==> src/hw/bmf_pkg.sv <==
package bmf_pkg;

	localparam int NUM_CH = 4;
	localparam int RAW_W = 17;
	localparam int CODE_W = 16;
	localparam int POWER_W = 32;

	localparam logic [7:0] POLARITY_REG_ADDR = 8'h1D;
	localparam logic [7:0] POLARITY_REG_RESET = 8'h00;
	localparam logic [7:0] UNMAPPED_READ_VALUE = 8'h00;
	localparam int SENSE_FIELD_MSB = 7;
	localparam int BUS_FIELD_MSB = 3;

	// bus address of the device; the value is arbitrary
	localparam logic [6:0] DEFAULT_DEV_ADDR = 7'h2A;

	localparam logic [3:0] BITS_PER_BYTE = 4'h8;
	localparam logic [1:0] BYTE_ADDR = 2'h0;
	localparam logic [1:0] BYTE_POINTER = 2'h1;
	localparam logic [1:0] BYTE_DATA = 2'h2;

	typedef enum logic [2:0] {
		ST_IDLE = 3'b000,
		ST_RX = 3'b001,
		ST_ACK = 3'b010,
		ST_TX = 3'b011,
		ST_TXACK = 3'b100
	} bmf_state_t;

endpackage

==> src/hw/bmf_top.sv <==
`timescale 1ns/1ps
// Notes on behaviour
// RQ1: A set sense select bit in the upper nibble makes that channel's sense result 16-bit signed.
// RQ2: Bits 7..4 pick sense range for channels 1..4: clear 0..+100 mV unsigned, set -100..+100 mV.
// RQ3: Bits 3..0 pick bus range for channels 1..4: clear 0..+32 V unsigned, set -32..+32 V signed.
// RQ4: If either select of a channel is set, its power result is given in two's complement.
module bmf_top #(
	parameter logic [6:0] DEV_ADDR = bmf_pkg::DEFAULT_DEV_ADDR
) (
	input wire logic ref_clk_i,
	input wire logic rstn_i,
	input wire logic scl_i,
	input wire logic sda_i,
	output logic sda_o,
	output logic sda_oe_n_o,
	input wire logic sample_valid_i,
	input wire logic [bmf_pkg::NUM_CH*bmf_pkg::RAW_W-1:0] sense_raw_i,
	input wire logic [bmf_pkg::NUM_CH*bmf_pkg::RAW_W-1:0] bus_raw_i,
	output logic [bmf_pkg::NUM_CH*bmf_pkg::CODE_W-1:0] sense_code_o,
	output logic [bmf_pkg::NUM_CH*bmf_pkg::CODE_W-1:0] bus_code_o,
	output logic [bmf_pkg::NUM_CH*bmf_pkg::POWER_W-1:0] power_o,
	output logic [bmf_pkg::NUM_CH-1:0] power_signed_o,
	output logic sample_valid_o
);
	import bmf_pkg::*;

	bmf_state_t state_q;
	bmf_state_t state_d;
	logic [3:0] cnt_q;
	logic [3:0] cnt_d;
	logic [7:0] shreg_q;
	logic [7:0] shreg_d;
	logic [1:0] byte_q;
	logic [1:0] byte_d;
	logic rw_q;
	logic rw_d;
	logic nack_q;
	logic nack_d;
	logic [7:0] ptr_q;
	logic [7:0] ptr_d;
	logic [7:0] pol_q;
	logic [7:0] pol_d;
	logic oe_n_q;
	logic oe_n_d;
	logic scl_q;
	logic sda_q;
	logic valid_q;

	logic scl_rise;
	logic scl_fall;
	logic start_seen;
	logic stop_seen;
	logic [7:0] rd_data;

	// pins are synchronous; one stage of history is enough for edges
	assign scl_rise = scl_i & ~scl_q;
	assign scl_fall = ~scl_i & scl_q;
	assign start_seen = scl_i & scl_q & sda_q & ~sda_i;
	assign stop_seen = scl_i & scl_q & ~sda_q & sda_i;
	assign rd_data = (ptr_q == POLARITY_REG_ADDR) ? pol_q : UNMAPPED_READ_VALUE;

	always_comb
	begin
		state_d = state_q;
		cnt_d = cnt_q;
		shreg_d = shreg_q;
		byte_d = byte_q;
		rw_d = rw_q;
		nack_d = nack_q;
		ptr_d = ptr_q;
		pol_d = pol_q;
		oe_n_d = oe_n_q;
		if (stop_seen)
		begin
			state_d = ST_IDLE;
			oe_n_d = 1'b1;
		end
		else if (start_seen)
		begin
			// repeated start keeps the pointer for a following read
			state_d = ST_RX;
			cnt_d = '0;
			byte_d = BYTE_ADDR;
			oe_n_d = 1'b1;
		end
		else
		begin
			unique case (state_q)
				ST_IDLE:
				begin
					oe_n_d = 1'b1;
				end
				ST_RX:
				begin
					if (scl_rise && cnt_q != BITS_PER_BYTE)
					begin
						shreg_d = {shreg_q[6:0], sda_i};
						cnt_d = cnt_q + 4'h1;
					end
					else if (scl_fall && cnt_q == BITS_PER_BYTE)
					begin
						cnt_d = '0;
						oe_n_d = 1'b0;
						state_d = ST_ACK;
						if (byte_q == BYTE_ADDR)
						begin
							rw_d = shreg_q[0];
							byte_d = BYTE_POINTER;
							if (shreg_q[7:1] != DEV_ADDR)
							begin
								oe_n_d = 1'b1;
								state_d = ST_IDLE;
							end
						end
						else if (byte_q == BYTE_POINTER)
						begin
							ptr_d = shreg_q;
							byte_d = BYTE_DATA;
						end
						else if (ptr_q == POLARITY_REG_ADDR)
						begin
							pol_d = shreg_q; // see RQ2 // see RQ3
						end
					end
				end
				ST_ACK:
				begin
					if (scl_fall)
					begin
						if (rw_q)
						begin
							shreg_d = rd_data;
							oe_n_d = rd_data[7];
							state_d = ST_TX;
						end
						else
						begin
							oe_n_d = 1'b1;
							state_d = ST_RX;
						end
					end
				end
				ST_TX:
				begin
					if (scl_fall)
					begin
						cnt_d = cnt_q + 4'h1;
						shreg_d = {shreg_q[6:0], 1'b0};
						if (cnt_q == BITS_PER_BYTE - 4'h1)
						begin
							oe_n_d = 1'b1;
							nack_d = 1'b0;
							state_d = ST_TXACK;
						end
						else
						begin
							oe_n_d = shreg_q[6];
						end
					end
				end
				ST_TXACK:
				begin
					if (scl_rise)
						nack_d = sda_i;
					else if (scl_fall)
					begin
						cnt_d = '0;
						if (nack_q)
							state_d = ST_IDLE;
						else
						begin
							// no pointer advance: repeated reads return the same byte
							shreg_d = rd_data;
							oe_n_d = rd_data[7];
							state_d = ST_TX;
						end
					end
				end
				default:
				begin
					state_d = ST_IDLE;
					oe_n_d = 1'b1;
				end
			endcase
		end
	end

	always_ff @(posedge ref_clk_i or negedge rstn_i)
	begin
		if (!rstn_i)
		begin
			state_q <= ST_IDLE;
			cnt_q <= '0;
			shreg_q <= '0;
			byte_q <= BYTE_ADDR;
			rw_q <= 1'b0;
			nack_q <= 1'b0;
			ptr_q <= '0;
			pol_q <= POLARITY_REG_RESET;
			oe_n_q <= 1'b1;
			scl_q <= 1'b1;
			sda_q <= 1'b1;
			sda_o <= 1'b0;
			valid_q <= 1'b0;
		end
		else
		begin
			state_q <= state_d;
			cnt_q <= cnt_d;
			shreg_q <= shreg_d;
			byte_q <= byte_d;
			rw_q <= rw_d;
			nack_q <= nack_d;
			ptr_q <= ptr_d;
			pol_q <= pol_d;
			oe_n_q <= oe_n_d;
			scl_q <= scl_i;
			sda_q <= sda_i;
			sda_o <= 1'b0;
			valid_q <= sample_valid_i;
		end
	end

	assign sda_oe_n_o = oe_n_q;
	assign sample_valid_o = valid_q;

	genvar ch;
	generate
		for (ch = 0; ch < NUM_CH; ch++)
		begin : g_ch
			// channel 1 owns the highest bit of each nibble
			bmf_channel_fmt u_fmt (
				.ref_clk_i(ref_clk_i),
				.rstn_i(rstn_i),
				.sample_valid_i(sample_valid_i),
				.sense_signed_i(pol_q[SENSE_FIELD_MSB-ch]), // see RQ1
				.bus_signed_i(pol_q[BUS_FIELD_MSB-ch]), // see RQ3
				.sense_raw_i(sense_raw_i[ch*RAW_W +: RAW_W]),
				.bus_raw_i(bus_raw_i[ch*RAW_W +: RAW_W]),
				.sense_code_o(sense_code_o[ch*CODE_W +: CODE_W]),
				.bus_code_o(bus_code_o[ch*CODE_W +: CODE_W]),
				.power_o(power_o[ch*POWER_W +: POWER_W]),
				.power_signed_o(power_signed_o[ch])
			);
		end
	endgenerate

endmodule

==> src/hw/bmf_channel_fmt.sv <==
`timescale 1ns/1ps
module bmf_channel_fmt (
	input wire logic ref_clk_i,
	input wire logic rstn_i,
	input wire logic sample_valid_i,
	input wire logic sense_signed_i,
	input wire logic bus_signed_i,
	input wire logic signed [bmf_pkg::RAW_W-1:0] sense_raw_i,
	input wire logic signed [bmf_pkg::RAW_W-1:0] bus_raw_i,
	output logic [bmf_pkg::CODE_W-1:0] sense_code_o,
	output logic [bmf_pkg::CODE_W-1:0] bus_code_o,
	output logic [bmf_pkg::POWER_W-1:0] power_o,
	output logic power_signed_o
);
	import bmf_pkg::*;

	logic [CODE_W-1:0] sense_d;
	logic [CODE_W-1:0] bus_d;
	logic [POWER_W-1:0] power_d;
	logic psign_d;
	logic signed [RAW_W-1:0] sense_op;
	logic signed [RAW_W-1:0] bus_op;
	logic signed [2*RAW_W-1:0] prod;

	// raw input spans twice full scale; unipolar clips negatives to zero
	function automatic logic [CODE_W-1:0] fmt(input logic sgn, input logic signed [RAW_W-1:0] x);
		logic [CODE_W-1:0] r;
		r = '0;
		if (sgn)
			r = x[RAW_W-1:1];
		else if (!x[RAW_W-1])
			r = x[CODE_W-1:0];
		return r;
	endfunction

	always_comb
	begin
		sense_d = fmt(sense_signed_i, sense_raw_i); // see RQ1 // see RQ2
		bus_d = fmt(bus_signed_i, bus_raw_i); // see RQ3
		psign_d = sense_signed_i | bus_signed_i; // see RQ4
		sense_op = sense_signed_i ? {{1{sense_d[CODE_W-1]}}, sense_d} : {1'b0, sense_d};
		bus_op = bus_signed_i ? {{1{bus_d[CODE_W-1]}}, bus_d} : {1'b0, bus_d};
		prod = sense_op * bus_op;
		// unsigned product fits 32 bits; signed one fits too, using all 32 bits when only one operand is signed
		power_d = prod[POWER_W-1:0]; // see RQ4
	end

	always_ff @(posedge ref_clk_i or negedge rstn_i)
	begin
		if (!rstn_i)
		begin
			sense_code_o <= '0;
			bus_code_o <= '0;
			power_o <= '0;
			power_signed_o <= 1'b0;
		end
		else if (sample_valid_i)
		begin
			sense_code_o <= sense_d;
			bus_code_o <= bus_d;
			power_o <= power_d;
			power_signed_o <= psign_d;
		end
	end

endmodule

==> config.mk <==
export PLATFORM = sky130hd
export DESIGN_NAME = bmf_top
export DESIGN_NICKNAME = d
export VERILOG_FILES = /design/src/hw/bmf_pkg.sv /design/src/hw/bmf_top.sv /design/src/hw/bmf_channel_fmt.sv
export SDC_FILE = /design/constraint.sdc
export NUM_CORES = 2
export LEC_CHECK = 0
export ABC_AREA = 1
export BUFFER_PORTS_ARGS = -buffer_cell sky130_fd_sc_hd__buf_2
export CORE_MARGIN = 5
export CORE_UTILIZATION = 45
export DETAILED_ROUTE_END_ITERATION = 16
export PLACE_DENSITY_LB_ADDON = 0.3
export RECOVER_POWER = 25
export SYNTH_ARGS = -nofsm -noshare
export SYNTH_HDL_FRONTEND = slang
export SYNTH_HIERARCHICAL = 1
export SYNTH_SLANG_ARGS = --single-unit
==> constraint.sdc <==
create_clock -name ref_clk_i -period 11 [get_ports ref_clk_i]
set_clock_uncertainty 0.15 [all_clocks]
set_input_delay 0 -clock ref_clk_i [delete_from_list [all_inputs] [get_ports ref_clk_i]]
set_output_delay 0 -clock ref_clk_i [all_outputs]
set_load 0.1 [all_outputs]
==> impl.org <==
** Synthesis
- Counting flops with a built-in enable in the synthesized netlist gives 0.
- Dividing the synthesized area by the synthesized cell count gives between 8 and 9 µm².
- Yosys printed 6 warnings.
- Top flip-flop cell by instance count after synthesis :: dfrtp_1
- #FFs+latches synth :: around 300
- Fraction of registers with async set/reset :: 100%
- Count of unique library cells instantiated by Yosys :: 58
- Synthesis produced a netlist whose cell count is around 7,000.
- The mapped netlist covers around 56,000 µm².
- Register area share after synthesis :: 13.3%
- Net count after synthesis :: a little under 9,000

** Setup path
- The worst register-to-register path begins at pol_q[4].
- The worst register-to-register path ends at g_ch[3].u_fmt/power_o[22].
- On the worst path, the slowest cell contributes a delay of 1.08 ns.
- Worst setup EP type :: register
- Kind of launch point of the worst setup path :: register
- Data on the critical path is required at its endpoint by between 10 and 15 ns.
- Worst Path Class, Setup :: reg -> reg
- The largest individual stage delay along the critical path comes from the cell o22ai_1.
- CP Max Fanout :: 12
- R2R setup slack :: 2.60 ns
- Arrival time of the worst setup path :: ~9 ns
- R2R depth :: 25
- Dominant cell type by count on the critical path :: inv_1

** Power and ir drop
- The design draws about 7.4 mW.
- Cell area power density :: between 100 and 150 nW/µm²
- Across the VDD grid, the largest voltage drop is slightly above 300 µV.
- Summed over all cells, the static leakage comes to between 30 and 40 nW.

** Min path
- The path with the worst hold slack has its endpoint at g_ch[1].u_fmt/bus_code_o[14].
- The tightest min-delay check is of the in -> reg type.
- Hold path startpoint :: bus_raw_i[31]
- The worst hold path was traced through 5 stages.

** Timing
- Fraction of the cycle the final worst path needs :: 76.3%
- Transition time at the pin with the least slew margin :: around 4 ns
- Setup violations, final :: 0
- Post-route setup TNS :: 0 ns
- The number of endpoints with negative hold slack in the final report was 0.
- Static timing analysis puts the maximum clock frequency at 119 MHz.
- The final-report max-slew violation count was 197.
- Counting I/O delays and the setup requirement, the final critical path takes 8.40 ns.
- Hold is met by between 0.06 and 0.07 ns.
- Setup repair after global routing missed its margin :: no
- Rel. slew slack :: -170%

** Route
- Via total after detailed routing :: 47,900
- After detailed routing, the number of remaining DRC violations is 0.
- Average routed wire per standard cell :: 20.1 µm
- Initial DRC count :: roughly 4,000
- Remaining number of nets flagged by the antenna check after routing :: 0
- In the routed layout, each cell is associated on average with a via count of about 5.2.
- First-pass iteration count of the detailed router :: 8
- Summed over all layers, the routed wires come to 184 mm.

** Clock network
- In this run, CTS created clock tree buffers numbering 42.
- Clock-pin slew reported for the worst setup and hold paths after clock tree synthesis :: roughly 0.060 ns
- Clock tree synthesis found a total of around 300 sinks.
- Maximum number of buffers from clock root to sink :: 3
- TritonCTS built the clock tree.
- Root Buffer Master :: clkbuf_16
- Number of post-CTS setup repair buffers :: 0
- At the later pin of the worst-skew pair, clock insertion delay measures 0.65 ns.
- CTS H-Tree Depth :: 2

** Floorplan
- Placement Rows :: 130
- Overall die width :: around 360 µm
- about 400 I/O pins were placed.
- From bottom edge to top edge, the die measures between 300 and 400 µm.
- Core area :: between 100,000 and 150,000 µm²
- Effective utilization at floorplan :: a little under half
- The die covers 133,000 µm².

** Finish
- Synthesis-to-finish area growth :: 10.2%
- Commonest cells after routing, fill and taps aside :: inv_1 (1,711), nand2_1 (1,526), fa_1 (1,128)
- Cells with a size suffix above 1 make up 7.04% of the layout.
- Area occupied by multi-input gates :: just over 40,000 µm²
- The filler cells instantiated in the layout total approximately 12,000.
- Most frequent standard cell in the layout excluding fill and tap cells :: inv_1
- Layout net count :: ~9,100
- The number of antenna diodes in the final layout is 0.
- Excluding fillers, the count of instances in the completed layout stands at around 9,100.
- FF+latch area :: 7490 µm²

** Global routing
- The first global-routing pass estimated just under 300 mm of wire.
- Entering global routing, the biggest net connects just under 90 pins.
- Leftover overflow at the end of global routing :: 0
- Number of global-route vias before repair :: approximately 51,000
- Number of antenna violations at the first check in global routing :: 4
- For this run, the total global-route usage over all layers was measured as 28.3%.

** Place
- PortBufs :: around 400
- After detailed placement, the design holds a cell count of 8,979.
- Half-perimeter wire length of the detailed placement result :: ~150 mm
- Routability-driven placement finished with a final weighted congestion of between 0.9 and 1.

** Run status
- Violated checks :: capacitance limit, slew limit
- The flow ran to the end, but the final reports show violations.

** Run
- Max-cap violations in this run came to 4.
through the flow:
stage | instance area (µm²) | util [%] | worst slack, ns
finish | 62200 | 49.7 | 2.60
global route | 62200 | 49.7 | 2.12
CTS | 62500 | 49.9 | 2.70
detailed placement | 60200 | 48.1 | 2.69
global placement | 60200 | 48.1 | 2.72
floorplan | 56400 | - | 4.65
power by group:
group	leakage, nW	switching (mW)	total [mW]	internal, mW
Clock	0.740	0.639	1.54	0.902
Sequential	3.84	0.146	1.44	1.30
Combinational	28.5	3.33	4.39	1.06
Total	33.1	4.11	7.37	3.26
area by class of cell:
| cell class | instances | share of cell area (%) |
|---|---|---|
| flip-flops and latches | 299 | 12.0 |
| inverters | 1766 | 10.7 |
| repair buffers | 544 | 4.91 |
| clock buffers | 50 | 1.87 |
| clock inverters | 27 | 0.553 |
| multi-input cells | 4799 | 66.7 |
| well taps | 1650 | 3.32 |
flip-flops by register name (all words and copies together) (netlist names):
signal	cells
pol_q	8
g_ch.u_fmt/bus_code_o	64
sda_oe_n_o	1
nack_q	1
shreg_q	8
byte_q	2
scl_q	1
sample_valid_o	1
g_ch.u_fmt/sense_code_o	64
g_ch.u_fmt/power_o	128
sda_q	1
rw_q	1
cnt_q	4
g_ch.u_fmt/power_signed_o	4
state_q	3
ptr_q	8
worst max path at each step:
stage | startpoint | end | slack (ns) | cells after the start
after floorplan | pol_q[3] | g_ch[0].u_fmt/power_o[27] | 4.65 | 22
after global placement | pol_q[4] | g_ch[3].u_fmt/power_o[17] | 2.72 | 24
after detailed placement | pol_q[4] | g_ch[3].u_fmt/power_o[22] | 2.69 | 25
after CTS | pol_q[4] | g_ch[3].u_fmt/power_o[22] | 2.70 | 25
after global routing | pol_q[3] | g_ch[0].u_fmt/power_o[27] | 2.12 | 25
final | pol_q[4] | g_ch[3].u_fmt/power_o[22] | 2.60 | 25
critical path, delay by kind of cell, from the launching register on:
family	cells	cell delay, ns
fa+ha+maj	7	3.29
compound gates	3	1.59
simple gates	8	1.35
buf+inv	7	1.21
flops	1	0.67
layer usage:
metal  up-vias  part of all wire, %  track usage (%)
met5         -                0.015                0
met4         4                  4.8             11.1
met3       463                  9.5             6.63
met2      2114                   45             45.3
met1     23800                   41             37.5
li1      21600                    -                -
synth_stat cells, types with 7 or more instances:
cell type	number	area (µm²)
inv_1	1715	6440
nand2_1	1526	5730
fa_1	1128	22600
nor2_1	820	3080
ha_1	330	4130
dfrtp_1	296	7410
o21ai_0	255	1280
nand3_1	214	1070
a21oi_1	132	661
clkbuf_1	113	424
buf_2	55	275
nand4_1	52	325
o22ai_1	43	269
a31oi_1	37	231
inv_2	36	135
xnor2_1	28	245
nor3_1	27	135
o21ai_1	24	120
or2_2	24	150
o22ai_2	23	288
nand2_2	18	113
nand3b_1	16	120
o21bai_1	14	105
clkinv_1	13	48.8
a22oi_1	12	90.1
buf_6	10	113
o21ai_2	9	78.8
nor2_4	7	78.8
xor2_1	7	61.3
cell families (layout without fill, tap and decap cells):
kind of cell | after synthesis | in the layout | share of synthesized area, %
and+or+nand+nor | 2722 | 2722 | 19.4
DFF | 299 | 299 | 13.3
adders and majority gates | 1458 | 1458 | 47.3
xor gates and xnor gates | 35 | 35 | 0.543
other | 1 | 1 | 0.00665
buffers and inverters | 1951 | 2387 | 13.3
AOI/OAI and AO/OA | 583 | 583 | 6.18
timing repair:
action                     CTS  global route
setup endpoints to repair    0             0
gates resized for setup      0             0
hold buffers                79             0
hold endpoints to repair   395             0
Power figures use the tool's default switching activity.
